[src/pbm_pkg.sv]
// constants and types for the bus-master fifo control block
// assumes one clock domain and an apb register port
package pbm_pkg;
	localparam int ADDR_W = 8; // apb byte address width
	localparam int DATA_W = 32; // apb and fifo word width
	localparam int FIFO_DEPTH = 8; // words per fifo
	// register byte offsets
	localparam logic [7:0] OFF_INTCTL = 8'h00; // host_interrupt_control_reg
	localparam logic [7:0] OFF_MCTL = 8'h04; // master_control_status_reg
	localparam logic [7:0] OFF_RDADDR = 8'h08; // bus_read_address_reg
	localparam logic [7:0] OFF_WRADDR = 8'h0c; // bus_write_address_reg
	localparam logic [7:0] OFF_WRCNT = 8'h10; // write_byte_counter
	localparam logic [7:0] OFF_RDCNT = 8'h14; // read_byte_counter
	localparam logic [7:0] OFF_FLAG = 8'h18; // fifo_flag_control_reg
	// host interrupt control fields
	localparam int IC_WR_DONE_EN = 14; // write end irq enable
	localparam int IC_RD_DONE_EN = 15; // read end irq enable
	localparam int IC_WR_DONE = 16; // write end status, write 1 clears
	localparam int IC_RD_DONE = 17; // read end status, write 1 clears
	// master control fields
	localparam int MC_WR_PRIO = 8; // write priority
	localparam int MC_RD_MGMT = 9; // read: 1 = four vacant
	localparam int MC_RD_EN = 10; // read bus-master enable
	localparam int MC_RD_PRIO = 12; // read priority
	localparam int MC_WR_MGMT = 13; // write: 1 = four filled
	localparam int MC_WR_EN = 14; // write bus-master enable
	localparam int MC_WRF_RST = 25; // write fifo flag reset, action bit
	localparam int MC_RDF_RST = 26; // read fifo flag reset, action bit
	// flag control fields
	localparam int FL_WR_PACE = 0; // write_pacing_irq_enable
	localparam int FL_RD_PACE = 1; // read_pacing_irq_enable
	localparam int FL_RD_EMPTY = 2; // read fifo empty, read only
	localparam int FL_WR_FULL = 3; // write fifo full, read only
	localparam int FL_RD_IRQ = 4; // read pacing irq level, read only
	localparam int FL_WR_IRQ = 5; // write pacing irq level, read only
	// reset values and counts
	localparam logic [31:0] RST_WORD = 32'h0; // every register but fifo_flag_control_reg resets here
	localparam logic [31:0] WORD_BYTES = 32'h4; // bytes per transfer
	localparam int THR_LOW = 1; // one word threshold
	localparam int THR_HIGH = 4; // four word threshold
	typedef enum logic [1:0] {
		BM_IDLE = 2'b00,
		BM_READ = 2'b01,
		BM_WRITE = 2'b10
	} pbm_bm_state_t;
	typedef enum logic [1:0] {
		PC_IDLE = 2'b00,
		PC_ARMED = 2'b01,
		PC_ACTIVE = 2'b10
	} pbm_pace_state_t;
endpackage

[src/pbm_fifo_ctrl.sv]
// bus-master fifo control: apb registers, two fifos, bus requester
// and dsp pacing interrupts; assumes bus and dsp strobes are on clk
//
// Behaviour
// - host irq at each counter reaching zero
// - reset bits empty the fifo flags
// - read request at one or four vacant
// - write request at one or four filled
// - enable bits start bus requests, set last
// - only host registers enable the master
// - one dsp irq per fifo direction
// - pacing irqs only when dsp enables them
// - pacing enables activate pacing state machine
// - clearing enables idles machine, stops irqs
// - fifos 32 wide, eight deep
// - read irq while read fifo holds data
// - write irq while write fifo not full
`timescale 1ns/1ps
module pbm_fifo_ctrl #(
	parameter int DATA_W = pbm_pkg::DATA_W, // fifo word width
	parameter int DEPTH = pbm_pkg::FIFO_DEPTH // fifo depth in words
) (
	input wire logic clk, // 125 MHz
	input wire logic rst, // synchronous, active high
	input wire logic psel, // apb select
	input wire logic penable, // apb access phase
	input wire logic pwrite, // apb direction
	input wire logic [pbm_pkg::ADDR_W-1:0] paddr, // apb byte address
	input wire logic [31:0] pwdata, // apb write data
	output logic [31:0] prdata, // apb read data, registered
	output logic pready, // apb ready
	output logic pslverr, // apb error on unmapped address
	output logic busReq, // pci bus request
	input wire logic busGnt, // pci bus grant
	output logic busRead, // 1 = moving host memory into read fifo
	output logic [31:0] busAddr, // current pci address
	input wire logic busRdValid, // host word arrives on busRdData
	input wire logic [DATA_W-1:0] busRdData, // host word
	output logic [DATA_W-1:0] busWrData, // head of write fifo
	input wire logic busWrAccept, // host took busWrData
	output logic hostIrq, // end of transfer irq to host
	input wire logic dspRdEn, // dsp read strobe at fifo address
	output logic [DATA_W-1:0] dspRdData, // word read by dsp
	input wire logic dspWrEn, // dsp write strobe at fifo address
	input wire logic [DATA_W-1:0] dspWrData, // word written by dsp
	output logic read_fifo_dsp_interrupt, // read pacing irq
	output logic write_fifo_dsp_interrupt // write pacing irq
);
	import pbm_pkg::*;
	localparam int CW = $clog2(DEPTH) + 1; // fifo count width
	localparam int PW = $clog2(DEPTH); // fifo pointer width

	logic [31:0] host_interrupt_control_reg; // enables and done flags
	logic [31:0] master_control_status_reg; // stored control bits
	logic [31:0] bus_read_address_reg; // next read address
	logic [31:0] bus_write_address_reg; // next write address
	logic [31:0] write_byte_counter; // bytes left to write
	logic [31:0] read_byte_counter; // bytes left to read
	logic [1:0] pacingEn; // flag register bits 1:0
	logic [31:0] rdMux; // read data selected in setup
	logic addrOk; // address decodes to a register
	logic apbWr; // write takes effect this edge
	pbm_bm_state_t bmState; // bus-master state
	logic lastWasWrite; // round robin between directions
	logic rdMove; // one word into read fifo
	logic wrMove; // one word out of write fifo
	logic [CW-1:0] rdThresh; // selected read threshold
	logic [CW-1:0] wrThresh; // selected write threshold
	logic [CW-1:0] rdVacant; // free words in read fifo
	logic rdWant; // read request condition
	logic wrWant; // write request condition
	// index 0 is the write fifo, index 1 the read fifo
	logic [1:0] fifoPush; // push strobes
	logic [1:0] fifoPop; // pop strobes
	logic [1:0] flush; // flag reset pulses
	logic [DATA_W-1:0] fifoIn [2]; // push data
	logic [DATA_W-1:0] fifoOut [2]; // head words
	logic [CW-1:0] fifoCnt [2]; // fill levels
	logic [1:0] access; // detected dsp fifo access
	logic [1:0] avail; // another word can be moved
	pbm_pace_state_t paceState [2]; // pacing machines
	logic [1:0] paceIrq; // pacing irq levels

	// apb decode: zero wait, access phase always ready
	assign pready = 1'b1;
	assign apbWr = psel && penable && pwrite;
	assign pslverr = psel && penable && !addrOk;

	// register read mux and address check
	always_comb begin
		addrOk = 1'b1;
		rdMux = RST_WORD;
		case (paddr)
			OFF_INTCTL: rdMux = host_interrupt_control_reg;
			OFF_MCTL: rdMux = master_control_status_reg;
			OFF_RDADDR: rdMux = bus_read_address_reg;
			OFF_WRADDR: rdMux = bus_write_address_reg;
			OFF_WRCNT: rdMux = write_byte_counter;
			OFF_RDCNT: rdMux = read_byte_counter;
			OFF_FLAG: begin
				rdMux[FL_WR_PACE] = pacingEn[0];
				rdMux[FL_RD_PACE] = pacingEn[1];
				rdMux[FL_RD_EMPTY] = fifoCnt[1] == '0;
				rdMux[FL_WR_FULL] = fifoCnt[0] == CW'(DEPTH);
				rdMux[FL_RD_IRQ] = paceIrq[1];
				rdMux[FL_WR_IRQ] = paceIrq[0];
			end
			default: addrOk = 1'b0; // unmapped reads zero, errors
		endcase
	end

	// read data captured in the setup cycle
	always_ff @(posedge clk) begin
		if (rst) begin
			prdata <= RST_WORD;
		end else if (psel && !penable && !pwrite) begin
			prdata <= rdMux;
		end
	end

	// host interrupt control: done flags set by hardware win over clear
	always_ff @(posedge clk) begin
		if (rst) begin
			host_interrupt_control_reg <= RST_WORD;
		end else begin
			if (apbWr && paddr == OFF_INTCTL) begin
				host_interrupt_control_reg[IC_WR_DONE_EN] <= pwdata[IC_WR_DONE_EN];
				host_interrupt_control_reg[IC_RD_DONE_EN] <= pwdata[IC_RD_DONE_EN];
				if (pwdata[IC_WR_DONE]) begin
					host_interrupt_control_reg[IC_WR_DONE] <= 1'b0;
				end
				if (pwdata[IC_RD_DONE]) begin
					host_interrupt_control_reg[IC_RD_DONE] <= 1'b0;
				end
			end
			if (wrMove && write_byte_counter == WORD_BYTES) begin
				host_interrupt_control_reg[IC_WR_DONE] <= 1'b1;
			end
			if (rdMove && read_byte_counter == WORD_BYTES) begin
				host_interrupt_control_reg[IC_RD_DONE] <= 1'b1;
			end
		end
	end

	// host irq, each done flag gated by its own enable
	always_ff @(posedge clk) begin
		if (rst) begin
			hostIrq <= 1'b0;
		end else begin
			hostIrq <= (host_interrupt_control_reg[IC_WR_DONE]
				&& host_interrupt_control_reg[IC_WR_DONE_EN])
				|| (host_interrupt_control_reg[IC_RD_DONE]
				&& host_interrupt_control_reg[IC_RD_DONE_EN]);
		end
	end

	// master control: stored bits; reset bits are one-shot actions
	always_ff @(posedge clk) begin
		if (rst) begin
			master_control_status_reg <= RST_WORD;
		end else if (apbWr && paddr == OFF_MCTL) begin
			master_control_status_reg <= RST_WORD;
			master_control_status_reg[MC_WR_PRIO] <= pwdata[MC_WR_PRIO];
			master_control_status_reg[MC_RD_MGMT] <= pwdata[MC_RD_MGMT];
			master_control_status_reg[MC_RD_EN] <= pwdata[MC_RD_EN];
			master_control_status_reg[MC_RD_PRIO] <= pwdata[MC_RD_PRIO];
			master_control_status_reg[MC_WR_MGMT] <= pwdata[MC_WR_MGMT];
			master_control_status_reg[MC_WR_EN] <= pwdata[MC_WR_EN];
		end
	end
	assign flush[0] = apbWr && paddr == OFF_MCTL && pwdata[MC_WRF_RST];
	assign flush[1] = apbWr && paddr == OFF_MCTL && pwdata[MC_RDF_RST];

	// read address and count: software load, else advance per word
	always_ff @(posedge clk) begin
		if (rst) begin
			bus_read_address_reg <= RST_WORD;
			read_byte_counter <= RST_WORD;
		end else begin
			if (apbWr && paddr == OFF_RDADDR) begin
				bus_read_address_reg <= pwdata;
			end else if (rdMove) begin
				bus_read_address_reg <= bus_read_address_reg + WORD_BYTES;
			end
			if (apbWr && paddr == OFF_RDCNT) begin
				read_byte_counter <= pwdata;
			end else if (rdMove) begin
				read_byte_counter <= read_byte_counter - WORD_BYTES;
			end
		end
	end

	// write address and count
	always_ff @(posedge clk) begin
		if (rst) begin
			bus_write_address_reg <= RST_WORD;
			write_byte_counter <= RST_WORD;
		end else begin
			if (apbWr && paddr == OFF_WRADDR) begin
				bus_write_address_reg <= pwdata;
			end else if (wrMove) begin
				bus_write_address_reg <= bus_write_address_reg + WORD_BYTES;
			end
			if (apbWr && paddr == OFF_WRCNT) begin
				write_byte_counter <= pwdata;
			end else if (wrMove) begin
				write_byte_counter <= write_byte_counter - WORD_BYTES;
			end
		end
	end

	// thresholds and request conditions
	assign rdThresh = master_control_status_reg[MC_RD_MGMT]
		? CW'(THR_HIGH) : CW'(THR_LOW);
	assign wrThresh = master_control_status_reg[MC_WR_MGMT]
		? CW'(THR_HIGH) : CW'(THR_LOW);
	assign rdVacant = CW'(DEPTH) - fifoCnt[1];
	assign rdWant = master_control_status_reg[MC_RD_EN]
		&& read_byte_counter != RST_WORD && rdVacant >= rdThresh;
	assign wrWant = master_control_status_reg[MC_WR_EN]
		&& write_byte_counter != RST_WORD && fifoCnt[0] >= wrThresh;

	// bus-master state: pick a direction, stay while words can move
	always_ff @(posedge clk) begin
		if (rst) begin
			bmState <= BM_IDLE;
			lastWasWrite <= 1'b0;
		end else begin
			case (bmState)
				BM_IDLE: begin
					if (rdWant && (!wrWant || lastWasWrite)) begin
						bmState <= BM_READ;
						lastWasWrite <= 1'b0;
					end else if (wrWant) begin
						bmState <= BM_WRITE;
						lastWasWrite <= 1'b1;
					end
				end
				BM_READ: begin
					if (!master_control_status_reg[MC_RD_EN]
						|| read_byte_counter == RST_WORD
						|| fifoCnt[1] == CW'(DEPTH)) begin
						bmState <= BM_IDLE;
					end
				end
				BM_WRITE: begin
					if (!master_control_status_reg[MC_WR_EN]
						|| write_byte_counter == RST_WORD
						|| fifoCnt[0] == '0) begin
						bmState <= BM_IDLE;
					end
				end
				default: bmState <= BM_IDLE;
			endcase
		end
	end
	assign busReq = bmState != BM_IDLE;
	assign busRead = bmState == BM_READ;
	assign busAddr = busRead ? bus_read_address_reg : bus_write_address_reg;
	assign busWrData = fifoOut[0];
	assign rdMove = busRead && busGnt && busRdValid && !flush[1]
		&& fifoCnt[1] != CW'(DEPTH) && read_byte_counter != RST_WORD;
	assign wrMove = bmState == BM_WRITE && busGnt && busWrAccept
		&& !flush[0] && fifoCnt[0] != '0 && write_byte_counter != RST_WORD;

	// fifo hookup: write fifo fed by dsp, read fifo by the bus
	assign fifoPush[0] = dspWrEn && fifoCnt[0] != CW'(DEPTH) && !flush[0];
	assign fifoPop[0] = wrMove;
	assign fifoIn[0] = dspWrData;
	assign fifoPush[1] = rdMove;
	assign fifoPop[1] = dspRdEn && fifoCnt[1] != '0 && !flush[1];
	assign fifoIn[1] = busRdData;
	assign access[0] = dspWrEn;
	assign access[1] = dspRdEn;
	assign avail[0] = fifoCnt[0] != CW'(DEPTH);
	assign avail[1] = fifoCnt[1] != '0;

	// dsp read data register
	always_ff @(posedge clk) begin
		if (rst) begin
			dspRdData <= '0;
		end else if (fifoPop[1]) begin
			dspRdData <= fifoOut[1];
		end
	end

	// pacing enables, written by dsp software only
	always_ff @(posedge clk) begin
		if (rst) begin
			pacingEn <= 2'h0;
		end else if (apbWr && paddr == OFF_FLAG) begin
			pacingEn <= pwdata[FL_RD_PACE:FL_WR_PACE];
		end
	end

	// per-direction fifo and pacing machine
	for (genvar i = 0; i < 2; i++) begin : g_ch
		logic [DATA_W-1:0] mem [DEPTH];
		logic [PW-1:0] wrPtr; // push pointer
		logic [PW-1:0] rdPtr; // pop pointer
		assign fifoOut[i] = mem[rdPtr];

		// storage, written only on push
		always_ff @(posedge clk) begin
			if (fifoPush[i]) begin
				mem[wrPtr] <= fifoIn[i];
			end
		end

		// pointers and count; flag reset empties the fifo
		always_ff @(posedge clk) begin
			if (rst || flush[i]) begin
				wrPtr <= '0;
				rdPtr <= '0;
				fifoCnt[i] <= '0;
			end else begin
				if (fifoPush[i]) begin
					wrPtr <= PW'(wrPtr + 1'b1);
				end
				if (fifoPop[i]) begin
					rdPtr <= PW'(rdPtr + 1'b1);
				end
				if (fifoPush[i] && !fifoPop[i]) begin
					fifoCnt[i] <= fifoCnt[i] + 1'b1;
				end else if (fifoPop[i] && !fifoPush[i]) begin
					fifoCnt[i] <= fifoCnt[i] - 1'b1;
				end
			end
		end

		// pacing: idle until enabled, raise irq when a word can move,
		// drop it on each dsp access and wait for fresh flags
		always_ff @(posedge clk) begin
			if (rst) begin
				paceState[i] <= PC_IDLE;
			end else begin
				case (paceState[i])
					PC_IDLE: begin
						if (pacingEn[i]) begin
							paceState[i] <= PC_ARMED;
						end
					end
					PC_ARMED: begin
						if (!pacingEn[i]) begin
							paceState[i] <= PC_IDLE;
						end else if (avail[i] && !access[i]) begin
							paceState[i] <= PC_ACTIVE;
						end
					end
					PC_ACTIVE: begin
						if (!pacingEn[i]) begin
							paceState[i] <= PC_IDLE;
						end else if (access[i]) begin
							paceState[i] <= PC_ARMED;
						end
					end
					default: paceState[i] <= PC_IDLE;
				endcase
			end
		end
		assign paceIrq[i] = paceState[i] == PC_ACTIVE;
	end
	assign write_fifo_dsp_interrupt = paceIrq[0];
	assign read_fifo_dsp_interrupt = paceIrq[1];
endmodule

[config.mk]
export PLATFORM = sky130hd
export DESIGN_NAME = pbm_fifo_ctrl
export DESIGN_NICKNAME = d
export VERILOG_FILES = /design/src/pbm_pkg.sv /design/src/pbm_fifo_ctrl.sv
export SDC_FILE = /design/constraint.sdc
export NUM_CORES = 1
export LEC_CHECK = 0
export BUFFER_PORTS_ARGS = -buffer_cell sky130_fd_sc_hd__buf_4
export CORE_MARGIN = 2
export CORE_UTILIZATION = 49
export DETAILED_ROUTE_END_ITERATION = 10
export GPL_ROUTABILITY_DRIVEN = 0
export PLACE_DENSITY = 0.67
export SYNTH_ARGS = -nofsm -noshare
export SYNTH_HDL_FRONTEND = slang
export SYNTH_SLANG_ARGS = --single-unit
[constraint.sdc]
create_clock -name clk -period 7 [get_ports clk]
set_clock_uncertainty 0.1 [all_clocks]
set_input_delay 0.35 -clock clk [delete_from_list [all_inputs] [get_ports clk]]
set_output_delay 0.35 -clock clk [all_outputs]
set_load 0.01 [all_outputs]
==> out/results.md <==
| Result | This run |
|:---|:---|
| Number of buffers added by the clock tree synthesis step | 77 |
| Reg2Reg Depth | 8 |
| Highest-delay cell along the critical path | nand3_1 |
| Final setup viols | 0 |
| Dominant register cell in the synthesized netlist | edfxtp_1 |
| Top delay family on crit path | simple AND/OR/NAND/NOR gates |
| Post-Syn Area | 0.0316 mm² |
| Core region area | 0.0641 mm² |
| Clock share of power | 42.0% |
| Dpl ws | 3.27 ns |
| Share of total power in combinational logic | 7.5% |
| Clock sink count | 747 |
| Power spent charging and discharging nets | 2.18 mW |
| Final Critical Period | 3.65 ns |
| First-pass iteration count of the detailed router | 7 |
| Site row count | 93 |
| Number of pins with negative max-slew slack in the final report | 0 |
| Top Ports | 249 |
| Die height | 258 µm |
| Wire length of the first global-routing pass | 126000 µm |
| Share of layout cells above drive strength 1 | 23.3% |
| Number of nets produced by synthesis | 2418 |
| Clk pin slew, worst setup/hold paths | 0.06 ns |
| Number of buffers between clock root and the deepest sink | 3 |
| Worst IR Drop VDD | 0.276 mV |
| Final Routed Wirelength | 82400 µm |
| Combined buffer and inverter count along the critical path | 1 |
| I/O Buffers | 247 |
| Share of synthesized registers carrying an async set or reset | 0% |
| Detailed-route DRC error count | 0 |
| P per Cell Area | 255 mW/mm² |
| Number of DRC violations after detailed-routing iteration 0 | 2174 |
| Yosys synthesis warning count | 0 |
| Placed cell areas | 0.0344 mm² |
| Cells along the critical path | inv_1 -> ha_1 -> nor2b_1 -> a21oi_1 -> o2111a_1 -> nand3_1 -> or3_1 -> a311oi_1 |
| Total half-perimeter wirelength after legalization and detailed placement | 51100 µm |
| H-tree level count | 3 |
| Yosys reg bits | 747 |
| Remaining Overflow, GRT | 0 |
| Worst path required time | 7.44 ns |
| Core Util, Final | 59.1% |
| Mean Syn Cell Area | 13.8 µm² |
| Critical path capture point type | flip-flop |
| Part of the total power dissipated in sequential elements | 50.5% |
| Number of standard cells after synthesis | 2284 |
| Largest net degree at the start of global routing | 78 |
| Layout overhead on the synthesized area | 19.8% |
| Leak | 12.7 nW |
| Crit-path max cell delay | 0.84 ns |
| Total Nets Final | 2738 |
| Via count of the first global-routing pass | 21000 |
| Post-route cell area | 0.0379 mm² |
| Critical path startpoint category | flip-flop |
| Worst Hold Path Cells | 2 |
| Effective utilization at floorplan | 49.3% |
| FILL cells | 4956 |
| Chip Width | 258 µm |
| Largest driver fanout on the critical path | 14 |
| Endpoints failing hold | 0 |
| Via Count | 21300 |
| Final critical-path setup slack | 3.35 ns |
| Max reg flops | 512 |
| Switching part of the total | 22.5% |
| Result of the run | finished, final reports clean |
| WP data arrival | 4.09 ns |
| Clock tree from TritonCTS | done |
| Number of enable flip-flop cells after synthesis | 524 |
| Worst slew margin relative to its limit | 19.6% |
| Number of unique standard cell types used by synthesis | 82 |
| Ratio of routed vias to standard cells | 6.04 |
| GR Util All Layers | 24.7% |
| Period utilization | 52.1% |
| Internal power component | 7.49 mW |
| Setup repair after global routing missed its margin | false |
| # Max-Cap Violations | 0 |
| Sequential share of the synthesized area | 63.9% |
| Post-CTS resize count | 0 |
| Setup TNS | 0 ns |
| Post-route antenna net violation count | 0 |
| Buffer cell driving the clock tree root | clkbuf_16 |
| Path class of the lowest-slack min-delay path | primary input to flip-flop |
| Initial antenna violation count | 3 |
| Tightest Pin Transition | 1.20 ns |
| Top reg by flops | g_ch.mem |
| Total Die Area | 0.0666 mm² |
| FMAX | 274 MHz |
| Detailed-route wire length per cell | 23.4 µm |
| Critical path class | flip-flop to flip-flop |
| Cell count along the critical path | 8 |
| Clk Latency, worst-skew pair | 0.64 ns |
| Post-CTS setup buffer count | 0 |
[power groups by stage]
stage / Clock (mW) / Sequential [mW] / Combinational (mW)
after floorplan: 0 / 4.96 / 0.389
after global placement: 0 / 4.97 / 0.664
after detailed placement: 0 / 4.98 / 0.680
after CTS: 4.13 / 4.89 / 0.730
after global routing: 4.30 / 4.89 / 0.783
final: 4.06 / 4.88 / 0.721
[cells in the mapped netlist, types with 5 or more instances]
| master | count | area share [%] |
|---|---|---|
| a221oi_1 | 11 | 0.30 |
| or3_1 | 28 | 0.55 |
| buf_1 | 19 | 0.23 |
| ha_1 | 20 | 0.79 |
| xnor2_1 | 69 | 1.9 |
| and3_1 | 7 | 0.14 |
| dfxtp_1 | 223 | 14 |
| buf_2 | 10 | 0.16 |
| and2_1 | 7 | 0.14 |
| edfxtp_1 | 524 | 50 |
| nand2b_1 | 7 | 0.14 |
| nor3b_1 | 8 | 0.19 |
| nor4_1 | 15 | 0.30 |
| clkbuf_1 | 108 | 1.3 |
| nand4_1 | 25 | 0.49 |
| a222oi_1 | 15 | 0.47 |
| nor2_1 | 239 | 2.8 |
| a311oi_1 | 23 | 0.64 |
| xor2_1 | 33 | 0.91 |
| nor3_2 | 5 | 0.16 |
| and4_1 | 5 | 0.14 |
| mux2i_1 | 43 | 1.4 |
| a21oi_1 | 69 | 1.1 |
| nor4_2 | 5 | 0.20 |
| mux2_2 | 32 | 1.1 |
| nand2_1 | 174 | 2.1 |
| nand3_1 | 39 | 0.62 |
| nor3_1 | 56 | 0.89 |
| a22oi_1 | 42 | 1.0 |
| mux4_2 | 128 | 9.1 |
| a211oi_1 | 124 | 2.9 |
| inv_1 | 36 | 0.43 |
| o21ai_0 | 48 | 0.76 |
[cells by family after synthesis]
family	after synthesis	synth area share (%)
DFF	747	63.9
buffers and inverters	176	2.17
and+or+nand+nor	665	10.4
xor gates and xnor gates	102	2.83
AOI/OAI and AO/OA	370	8.32
adders and majority gates	20	0.792
muxes	203	11.6
other	1	0.0119
[layout make-up]
type / instances / area, µm² / area share [%]
sequential: 747 / 20200 / 53.3
multi-input combinational: 1361 / 10900 / 28.7
timing repair buffer: 381 / 3110 / 8.20
clock buffer: 98 / 2060 / 5.43
tap: 855 / 1070 / 2.82
clock inverter: 38 / 445 / 1.18
inverter: 36 / 135 / 0.357
antenna: 1 / 2.50 / 0.00661
[cell usage in the layout, fill, tap and decap left out, types with 28 or more instances in the layout]
| cell | count |
|---|---|
| clkbuf_16 | 77 |
| nand2_1 | 170 |
| a22oi_1 | 42 |
| a21oi_1 | 68 |
| nor2_1 | 234 |
| mux4_2 | 128 |
| a211oi_1 | 124 |
| o21ai_0 | 48 |
| or3_1 | 28 |
| mux2i_1 | 43 |
| nand3_1 | 39 |
| mux2_2 | 32 |
| xor2_1 | 33 |
| inv_1 | 36 |
| buf_4 | 283 |
| nor3_1 | 51 |
| dlygate4sd3_1 | 97 |
| edfxtp_1 | 524 |
| xnor2_1 | 69 |
| dfxtp_1 | 218 |
[through the flow]
stage,std cells,power (mW),hold WS [ns]
2_1_floorplan,2284,5.35,0.344
3_3_place_gp,3283,5.64,0.363
3_5_place_dp,3283,5.66,0.368
4_1_cts,3516,9.75,0.000489
5_1_grt,3517,9.98,0.0432
6_report,3517,9.67,0.0228
[routing by layer]
| metal | routed length (µm) | global-route usage, % |
|---|---|---|
| met1 | 34000 | 34.1 |
| met2 | 39300 | 39.8 |
| met3 | 6720 | 4.13 |
| met4 | 2390 | 8.67 |
| met5 | 24 | 0 |
[final timing paths]
kind | from | endpoint | slack [ns]
max | fifoCnt[1][0] | bus_read_address_reg[6] | 3.35
max reg2reg | fifoCnt[1][0] | bus_read_address_reg[6] | 3.35
min reg2reg | g_ch[0].rdPtr[1] | flip-flop | 0.37
min | rst | host_interrupt_control_reg[14] | 0.02
[repair_timing]
item	CTS	global route
hold endpoints to repair	646	0
setup endpoints to repair	0	0
hold buffers	97	0
(Power assumes the default switching activity.)
